`src/logic/scs_defs.vh`:
```
// Constants for the conversion sequencer
// Operation
// - The device alternates between acquisition with the sampler tracking the input and conversion that resolves the held sample.
// - The host starts each conversion with a falling convert strobe, and all channels enter conversion on that edge.
// - Conversion steps a 15-bit capacitor DAC through a successive-approximation search from one half down to one 32768th.
// - When the search ends, the 15-bit output code of every channel is assembled and made ready for serial transfer.
// - Twice the reference maps onto 2^15 levels, giving 250 uV steps with a 4.096 V reference.
// - Every result is coded in two's complement, so negative inputs set the sign bit.
// - The device sustains 2 Msps per channel and the result after a strobe belongs to that same sample.
// - The device offers a nap state and a sleep state that save power between bursts.
// - In the pseudo-differential bipolar setup codes are bipolar over half of full scale around the fixed input.
// - In the pseudo-differential unipolar setup codes cover only the non-negative half of full scale.
// - A high convert strobe means acquisition, and driving it low starts conversion and data clock-out.
// - Each result leaves MSB first, on falling serial-clock edges in single rate or on both edges in double rate.
`ifndef SCS_DEFS_VH
`define SCS_DEFS_VH
`define SCS_DAC_BITS 15
`define SCS_CODE_BITS 14
`define SCS_CHANNELS 4
`define SCS_FRAME_EDGES 16
`define SCS_LSB_NV 250000
`define SCS_REF_NV 4096000000
`define SCS_CYCLE_NS 500
`define SCS_CLK_NS 10
`define SCS_CYCLE_CLKS (`SCS_CYCLE_NS / `SCS_CLK_NS)
`define SCS_FIFO_DEPTH 16
`endif

```
`src/logic/scs_fifo.v`:
```
// Flip-flop FIFO with valid and ready on both sides
`timescale 1ns/10ps
module scs_fifo #(
  parameter WIDTH = 60,
  parameter DEPTH = 16,
  parameter AW = 4
) (
  // Clock and reset
  input wire clk_i,
  input wire rst_i,
  // Fill side
  input wire in_valid_i,
  output wire in_ready_o,
  input wire [WIDTH-1:0] in_data_i,
  // Drain side
  output wire out_valid_o,
  input wire out_ready_i,
  output wire [WIDTH-1:0] out_data_o
);
  reg [WIDTH-1:0] mem [0:DEPTH-1];
  reg [AW-1:0] wr_ptr;
  reg [AW-1:0] rd_ptr;
  reg [AW:0] count;
  wire push;
  wire pop;
  assign in_ready_o = (count != DEPTH[AW:0]);
  assign out_valid_o = (count != {(AW+1){1'b0}});
  assign out_data_o = mem[rd_ptr];
  assign push = in_valid_i && in_ready_o;
  assign pop = out_valid_o && out_ready_i;
  always @(posedge clk_i) begin
    if (rst_i) begin
      wr_ptr <= {AW{1'b0}};
      rd_ptr <= {AW{1'b0}};
      count <= {(AW+1){1'b0}};
    end else begin
      if (push) begin
        wr_ptr <= (wr_ptr == DEPTH[AW-1:0] - 1'b1) ? {AW{1'b0}} :
                  wr_ptr + 1'b1;
      end
      if (pop) begin
        rd_ptr <= (rd_ptr == DEPTH[AW-1:0] - 1'b1) ? {AW{1'b0}} :
                  rd_ptr + 1'b1;
      end
      if (push && !pop) begin
        count <= count + 1'b1;
      end else if (pop && !push) begin
        count <= count - 1'b1;
      end
    end
  end
  always @(posedge clk_i) begin
    if (push) begin
      mem[wr_ptr] <= in_data_i;
    end
  end
endmodule // scs_fifo

```
`src/logic/scs_sequencer.v`:
```
// Sampling, successive approximation and serial readout of four channels
`timescale 1ns/10ps
`include "scs_defs.vh"
module scs_sequencer #(
  parameter NCH = 4,
  parameter DEPTH = 16
) (
  // Clock and reset
  input wire clk_i,
  input wire rst_i,
  // Host link pins
  input wire convert_strobe_n_i,
  input wire serial_clock_i,
  input wire edge_rate_select_i,
  output reg echoed_serial_clock_o,
  output reg [NCH-1:0] serial_out_o,
  // Power state request: 00 run, 01 nap, 10 sleep
  input wire [1:0] power_req_i,
  output wire [1:0] power_state_o,
  // Comparator: high when held sample exceeds the DAC trial
  output reg [NCH-1:0] sample_hold_o,
  output reg [`SCS_DAC_BITS-1:0] capacitor_dac_o,
  input wire [NCH-1:0] compare_i,
  // Result stream of all channels, 15 bits each
  output wire result_valid_o,
  input wire result_ready_i,
  output wire [NCH*`SCS_DAC_BITS-1:0] result_data_o,
  output wire result_drop_o
);
  localparam W = `SCS_DAC_BITS;
  localparam ST_ACQ = 2'h0;
  localparam ST_CONV = 2'h1;
  localparam ST_DONE = 2'h2;
  // Offset-binary search result to two's complement
  function [W-1:0] to_twos;
    input [W-1:0] raw;
    begin
      to_twos = {~raw[W-1], raw[W-2:0]};
    end
  endfunction
  reg [1:0] state;
  reg [3:0] bit_idx;
  reg [W-1:0] trial [0:NCH-1];
  reg [W-1:0] shifter [0:NCH-1];
  reg [4:0] edge_cnt;
  reg [2:0] cnv_sync;
  reg [2:0] sck_sync;
  reg [1:0] rate_sync;
  reg [1:0] pwr;
  reg drop;
  wire cnv_fall;
  wire sck_fall;
  wire sck_rise;
  wire shift_now;
  wire fifo_ready;
  wire [NCH*W-1:0] packed_res;
  integer i;
  // Power bits only take effect in acquisition
  assign power_state_o = pwr;
  assign cnv_fall = cnv_sync[2] && !cnv_sync[1];
  assign sck_fall = sck_sync[2] && !sck_sync[1];
  assign sck_rise = !sck_sync[2] && sck_sync[1];
  assign shift_now = sck_fall || (rate_sync[1] && sck_rise);
  assign result_drop_o = drop;
  genvar g;
  generate
    for (g = 0; g < NCH; g = g + 1) begin : pack
      // Pushed in the DONE cycle, before trial is rewritten
      assign packed_res[g*W +: W] = to_twos(trial[g]);
    end
  endgenerate
  // Two flip-flops before any logic reads the pins
  always @(posedge clk_i) begin
    if (rst_i) begin
      cnv_sync <= 3'h7;
      sck_sync <= 3'h0;
      rate_sync <= 2'h0;
    end else begin
      cnv_sync <= {cnv_sync[1:0], convert_strobe_n_i};
      sck_sync <= {sck_sync[1:0], serial_clock_i};
      rate_sync <= {rate_sync[0], edge_rate_select_i};
    end
  end
  always @(posedge clk_i) begin
    if (rst_i) begin
      state <= ST_ACQ;
      bit_idx <= 4'h0;
      pwr <= 2'h0;
      drop <= 1'b0;
      sample_hold_o <= {NCH{1'b0}};
      capacitor_dac_o <= {W{1'b0}};
      for (i = 0; i < NCH; i = i + 1) begin
        trial[i] <= {W{1'b0}};
      end
    end else begin
      drop <= 1'b0;
      case (state)
        ST_ACQ: begin
          sample_hold_o <= {NCH{1'b0}};
          if (pwr == 2'h0 && cnv_fall) begin
            state <= ST_CONV;
            sample_hold_o <= {NCH{1'b1}};
            bit_idx <= 4'he;
            capacitor_dac_o <= 15'h4000;
            for (i = 0; i < NCH; i = i + 1) begin
              trial[i] <= 15'h4000;
            end
          end else if (cnv_sync[1]) begin
            pwr <= power_req_i;
          end
        end
        ST_CONV: begin
          // Bits resolved one per clock, MSB weight half scale
          for (i = 0; i < NCH; i = i + 1) begin
            trial[i][bit_idx] <= compare_i[i];
            if (bit_idx != 4'h0) begin
              trial[i][bit_idx - 4'h1] <= 1'b1;
            end
          end
          if (bit_idx == 4'h0) begin
            state <= ST_DONE;
          end else begin
            bit_idx <= bit_idx - 4'h1;
            // Keep the bit just decided, then try the next one
            capacitor_dac_o <= (trial[0] & ~(15'h0001 << bit_idx)) |
                               ({14'h0, compare_i[0]} << bit_idx) |
                               (15'h0001 << (bit_idx - 4'h1));
          end
        end
        ST_DONE: begin
          // Same-sample result, no pipeline; offset binary to 2's comp
          for (i = 0; i < NCH; i = i + 1) begin
            trial[i] <= to_twos(trial[i]);
          end
          drop <= !fifo_ready;
          state <= ST_ACQ;
        end
        default: state <= ST_ACQ;
      endcase
    end
  end
  // Output shifters load the finished code, MSB first
  always @(posedge clk_i) begin
    if (rst_i) begin
      edge_cnt <= 5'h0;
      serial_out_o <= {NCH{1'b0}};
      echoed_serial_clock_o <= 1'b0;
      for (i = 0; i < NCH; i = i + 1) begin
        shifter[i] <= {W{1'b0}};
      end
    end else begin
      echoed_serial_clock_o <= sck_sync[1];
      if (state == ST_DONE) begin
        edge_cnt <= 5'h0;
        for (i = 0; i < NCH; i = i + 1) begin
          shifter[i] <= to_twos(trial[i]);
          serial_out_o[i] <= ~trial[i][W-1];
        end
      end else if (shift_now && edge_cnt != `SCS_FRAME_EDGES) begin
        edge_cnt <= edge_cnt + 5'h1;
        for (i = 0; i < NCH; i = i + 1) begin
          shifter[i] <= {shifter[i][W-2:0], 1'b0};
          serial_out_o[i] <= shifter[i][W-2];
        end
      end
    end
  end
  scs_fifo #(
    .WIDTH(NCH*W),
    .DEPTH(DEPTH),
    .AW(4)
  ) u_fifo (
    .clk_i(clk_i),
    .rst_i(rst_i),
    .in_valid_i(state == ST_DONE),
    .in_ready_o(fifo_ready),
    .in_data_i({packed_res}),
    .out_valid_o(result_valid_o),
    .out_ready_i(result_ready_i),
    .out_data_o(result_data_o)
  );
endmodule // scs_sequencer

```
`config.mk`:
```
export PLATFORM = sky130hd
export DESIGN_NAME = scs_sequencer
export DESIGN_NICKNAME = d
export VERILOG_FILES = /design/src/logic/scs_fifo.v /design/src/logic/scs_sequencer.v
export VERILOG_INCLUDE_DIRS = /design/src /design/src/logic
export SDC_FILE = /design/constraint.sdc
export NUM_CORES = 1
export LEC_CHECK = 0
export BUFFER_PORTS_ARGS = -buffer_cell sky130_fd_sc_hd__buf_2
export CAP_MARGIN = 15
export CORE_MARGIN = 1.5
export CORE_UTILIZATION = 34
export DETAILED_ROUTE_END_ITERATION = 10
export HOLD_SLACK_MARGIN = 0.08
export SYNTH_ARGS = -nofsm -noshare
export SYNTH_HDL_FRONTEND = slang
export SYNTH_SLANG_ARGS = --single-unit
```
`constraint.sdc`:
```
create_clock -name clk_i -period 6.63 [get_ports clk_i]
set_input_delay 0.9945 -clock clk_i [delete_from_list [all_inputs] [get_ports clk_i]]
set_output_delay 0.9945 -clock clk_i [all_outputs]
set_load 0.02 [all_outputs]
```
==> summary.md <==
| Metric | Value |
|---|---|
| Site Rows | 132 |
| Fin worst setup slack | 2.22 ns |
| Leakage | approximately 16 nW |
| Share of async-settable or async-resettable flops after synthesis | 0 |
| Sequential standard cell area | 33300 um2 |
| Transition time at the pin with the least slew margin | 1.17 ns |
| Number of hold buffers added after cts | 0 |
| Crit path largest cell delay | 0.78 ns |
| H-tree levels | 3 |
| Final worst clock skew | between 0.02 and 0.03 ns |
| FILL cells | between 10000 and 15000 |
| Multi-input logic area | 10600 um2 |
| Worst hold-check slack | 0.419 ns |
| Switching power share of the total | 0.241 |
| Clock network power share | 0.383 |
| Area enclosed by the die boundary | around 130000 um2 |
| Maximum clock frequency | 227 MHz |
| Utilization after layout | 0.393 |
| Cells resized by post-CTS repair | 0 |
| Max FO, Critical Path | 49 |
| Setup Slack @ Placement | 2.92 ns |
| Initial cell density of the core | 0.343 |
| CTS Sinks | 1135 |
| Total setup buffers inserted after CTS | 0 |
| Number of cells in the design after placement | 3923 |
| Cell type with the highest occurrence count on the critical path | sky130_fd_sc_hd__mux4_2 |
| Power share of the combinational group | 0.141 |
| Synthesized netlist net count | about 2200 |
| Clock tree from TritonCTS | built |
| Overall via count from detail_route | 21900 |
| Total standard cell area after synthesis | 44500 um2 |
| Endpoint of the worst hold-timing path | cnv_sync[1] |
| Depth of the worst register-to-register path | 11 |
| Pwr Density | 333 nW/um2 |
| Net switching power figure | 4.08 mW |
| Max-slew headroom | 0.209 |
| GR Overflow Total | 0 |
| Width of the chip | roughly 360 um |
| Gate count of the mapped netlist | 2169 |
| Die Height | 365 um |
| Worst min-delay path startpoint | cnv_sync[0] |
| Routability congestion estimate from global placement | 0.888 |
| Clock latency at the later pin of the worst-skew pair | around 0.72 ns |
| Final antenna diode count | 0 |
| Setup_tns | 0 ns |
| GRT Overall Usage | 0.165 |
| RSZ-0062 raised after global routing | no |
| Number of warnings issued by yosys | 0 |
| Detailed Routing Iterations Pass 1 | 7 |
| Clock-pin slew of the registers on the worst-case setup and hold paths | 0.06 ns |
| FF-to-FF setup slack | ~3 ns |
| Number of instances on the worst hold path | 1 |
| Max-capacitance violation count | 0 |
| Initial antenna violation count | 6 |
| Clock Tree Root | sky130_fd_sc_hd__clkbuf_16 |
| Area overhead of the layout relative to synthesis | 14.5% |
| Routed WL | 109 mm |
| Setup violators final | 0 |
| Total of buffers placed on input and output ports | a little under 100 |
| Final instance area | around 50000 um2 |
| Result of the run | finished clean |
| Number of distinct library cells after synthesis | 70 |
| Nets | 2325 |
| HPWL reported at the end of detailed placement | 61.7 mm |
| Synthesized area per cell | 20.5 um2 |
| Ratio of cells with drive above 1 in the final layout | 0.285 |
| Largest net degree at the start of global routing | slightly below 100 |
| Share of power burned in registers | 0.476 |
| Critical Path AT | 3.42 ns |
| Vias/cell | 5.29 |
| Peak supply drop | 0.000182 V |
| Flop and latch count out of synthesis | 1135 |
| Sequential-to-total area share from yosys stat | 0.749 |
| Dominant delay contributor by cell family on the critical path | multiplexers |
| Worst reg2reg path endpoint | u_fifo.count[4] |
| Std-Cell Core Area | 130000 um2 |
| Crit-path cells | buf_4 > mux4_2 > mux4_2 > buf_2 |
| Kind of end point of the critical path | output port |
| Layout Cells excl Fill | 4137 |
| Path type of the worst setup path | register to output port |
| CP Buf/Inv Count | 2 |
| Period utilisation layout | 0.666 |
| Worst EP required | around 5.6 ns |
| Worst r2r src | u_fifo.count[0] |
| Primary flip-flop cell chosen by synthesis mapping | sky130_fd_sc_hd__edfxtp_1 |
| Post-DR wirelength/cell | 26.5 um |
| Class of the tightest hold or removal check | register to register |
| Final critical-path required period | 4.41 ns |
| Number of enable-type register cells in the synthesized netlist | 1059 |
| Post-detailed-route count of antenna-violating nets | 0 |
| Final count of hold timing violations | 0 |
| Total CTS buffers | approximately 110 |
| Number of design-rule violations left by the first detailed-router iteration | 2325 |
| Slew Limit Fails | 0 |
| CP max-delay cell | sky130_fd_sc_hd__dfxtp_4 |
| Drt drc | 0 |
| Largest buffer count on any clock path | 3 |
| Internal | 12.9 mW |
| First-pass GRT wire length | 159 mm |
| Post-Place Cell Area | 47100 um2 |
| Vias in the first global route | 22700 |
| Final Power | 16.9 mW |
| I/O Pins | 100 |
| Kind of start point of the critical path | register |
==> cell families (layout without fill, tap and decap cells) <==
logic type,after synthesis,count (layout),synth area share
adder cells (fa/ha/maj),17,17,0.00495
XOR/XNOR,12,12,0.00236
AO/OA/AOI/OAI,241,241,0.0382
AND/OR/NAND/NOR,297,297,0.0342
buffers and inverters,150,376,0.0147
flip-flops,1135,1135,0.749
multiplexers,317,317,0.156
==> routing by layer <==
layer	vias to the layer above	GRT usage	routed length, um
met5	-	0	43
met4	6	0.0458	2450
met3	168	0.0368	7810
met2	796	0.278	54700
met1	11700	0.216	44400
li1	9253	-	-
==> layout by cell type (no fill, tap or decap), types with 6 or more instances in the layout <==
cell type / netlist / layout
sky130_fd_sc_hd__nor2_4: 0 / 13
sky130_fd_sc_hd__nand2b_1: 23 / 23
sky130_fd_sc_hd__o21ai_2: 8 / 8
sky130_fd_sc_hd__clkbuf_1: 77 / 30
sky130_fd_sc_hd__a21o_1: 28 / 28
sky130_fd_sc_hd__inv_1: 16 / 16
sky130_fd_sc_hd__mux2_2: 11 / 11
sky130_fd_sc_hd__mux4_2: 300 / 300
sky130_fd_sc_hd__and3_1: 14 / 14
sky130_fd_sc_hd__clkbuf_16: 0 / 114
sky130_fd_sc_hd__nor2b_1: 12 / 11
sky130_fd_sc_hd__nand3_1: 27 / 27
sky130_fd_sc_hd__ha_1: 16 / 16
sky130_fd_sc_hd__or2_2: 8 / 8
sky130_fd_sc_hd__mux2i_1: 6 / 6
sky130_fd_sc_hd__xor2_1: 7 / 7
sky130_fd_sc_hd__o21ai_0: 44 / 44
sky130_fd_sc_hd__bufinv_16: 0 / 15
sky130_fd_sc_hd__nand2_1: 78 / 78
sky130_fd_sc_hd__buf_2: 39 / 98
sky130_fd_sc_hd__nor2_1: 77 / 64
sky130_fd_sc_hd__nor3_2: 4 / 8
sky130_fd_sc_hd__buf_4: 4 / 40
sky130_fd_sc_hd__clkinv_1: 0 / 13
sky130_fd_sc_hd__buf_12: 0 / 8
sky130_fd_sc_hd__a21oi_1: 61 / 60
sky130_fd_sc_hd__a211oi_1: 16 / 16
sky130_fd_sc_hd__or3_1: 9 / 9
sky130_fd_sc_hd__and2_1: 12 / 12
sky130_fd_sc_hd__a222oi_1: 12 / 12
sky130_fd_sc_hd__a22o_1: 36 / 36
sky130_fd_sc_hd__dfxtp_1: 76 / 72
sky130_fd_sc_hd__clkinv_2: 0 / 26
sky130_fd_sc_hd__edfxtp_1: 1059 / 1059
==> final cells by class <==
cell class | count | share of cell area
clock buffer | 147 | 0.0590
clock inverter | 67 | 0.0151
inverter | 16 | 0.00118
multi-input combinational | 884 | 0.209
sequential | 1135 | 0.655
tap | 1742 | 0.0428
timing repair buffer | 146 | 0.0187
==> worst max path at each step <==
stage	endpoint	slack [ns]	cells after the start
floorplan	u_fifo.mem[3][0]	0.88	5
global placement	result_data_o[29]	2.94	4
detailed placement	result_data_o[41]	2.92	4
CTS	result_data_o[50]	2.15	4
global route	result_data_o[37]	2.06	4
finish	result_data_o[41]	2.22	4
==> Yosys cell counts, types with 5 or more instances <==
library cell	instances	share of area
sky130_fd_sc_hd__nand2b_1	23	0.0032
sky130_fd_sc_hd__clkbuf_1	77	0.0065
sky130_fd_sc_hd__mux2i_1	6	0.0014
sky130_fd_sc_hd__ha_1	16	0.0045
sky130_fd_sc_hd__a21oi_1	61	0.0069
sky130_fd_sc_hd__nand3_1	27	0.0030
sky130_fd_sc_hd__a222oi_1	12	0.0027
sky130_fd_sc_hd__o21ai_0	44	0.0050
sky130_fd_sc_hd__buf_2	39	0.0044
sky130_fd_sc_hd__buf_1	11	0.00093
sky130_fd_sc_hd__a211oi_1	16	0.0027
sky130_fd_sc_hd__a21o_1	28	0.0047
sky130_fd_sc_hd__mux2_2	11	0.0028
sky130_fd_sc_hd__nor3_1	8	0.00090
sky130_fd_sc_hd__dfxtp_1	76	0.034
sky130_fd_sc_hd__xor2_1	7	0.0014
sky130_fd_sc_hd__and3_1	14	0.0020
sky130_fd_sc_hd__a22o_1	36	0.0071
sky130_fd_sc_hd__xnor2_1	5	0.00098
sky130_fd_sc_hd__mux4_2	300	0.15
sky130_fd_sc_hd__and2_1	12	0.0017
sky130_fd_sc_hd__o21ai_2	8	0.0016
sky130_fd_sc_hd__nor2_1	77	0.0065
sky130_fd_sc_hd__nor2b_1	12	0.0017
sky130_fd_sc_hd__or3_1	9	0.0013
sky130_fd_sc_hd__nand2_1	78	0.0066
sky130_fd_sc_hd__inv_1	16	0.0014
sky130_fd_sc_hd__or2_2	8	0.0011
sky130_fd_sc_hd__edfxtp_1	1059	0.72
==> worst reg2reg max path, cell delays in order, from the launching register on <==
cell                       delay [ns]
sky130_fd_sc_hd__dfxtp_1         0.36
sky130_fd_sc_hd__nor4_1          0.88
sky130_fd_sc_hd__nand2b_1        0.29
sky130_fd_sc_hd__nand2_1         0.28
sky130_fd_sc_hd__ha_1            0.29
sky130_fd_sc_hd__inv_1           0.14
sky130_fd_sc_hd__fa_1            0.43
sky130_fd_sc_hd__a21o_1          0.18
sky130_fd_sc_hd__a21oi_1         0.19
sky130_fd_sc_hd__xnor2_1         0.10
sky130_fd_sc_hd__or3_1           0.31
sky130_fd_sc_hd__a21oi_1         0.14
==> power by group through the flow <==
stage / combinational (mW) / clock, mW / sequential (mW)
final: 2.38 / 6.50 / 8.07
after CTS: 2.45 / 6.62 / 8.07
after floorplan: 1.91 / 0 / 8.09
after global routing: 2.57 / 6.89 / 8.09
after global placement: 2.41 / 0 / 8.21
after detailed placement: 2.44 / 0 / 8.23
==> flip-flops by register name (all words and copies together), names as in the netlist, 3 cells and up, named ones only <==
signal	cells
u_fifo.mem	960
trial	60
shifter	56
capacitor_dac_o	15
edge_cnt	5
u_fifo.count	5
bit_idx	4
serial_out_o	4
u_fifo.rd_ptr	4
u_fifo.wr_ptr	4
cnv_sync	3
sck_sync	3
(Power assumes the default switching activity.)
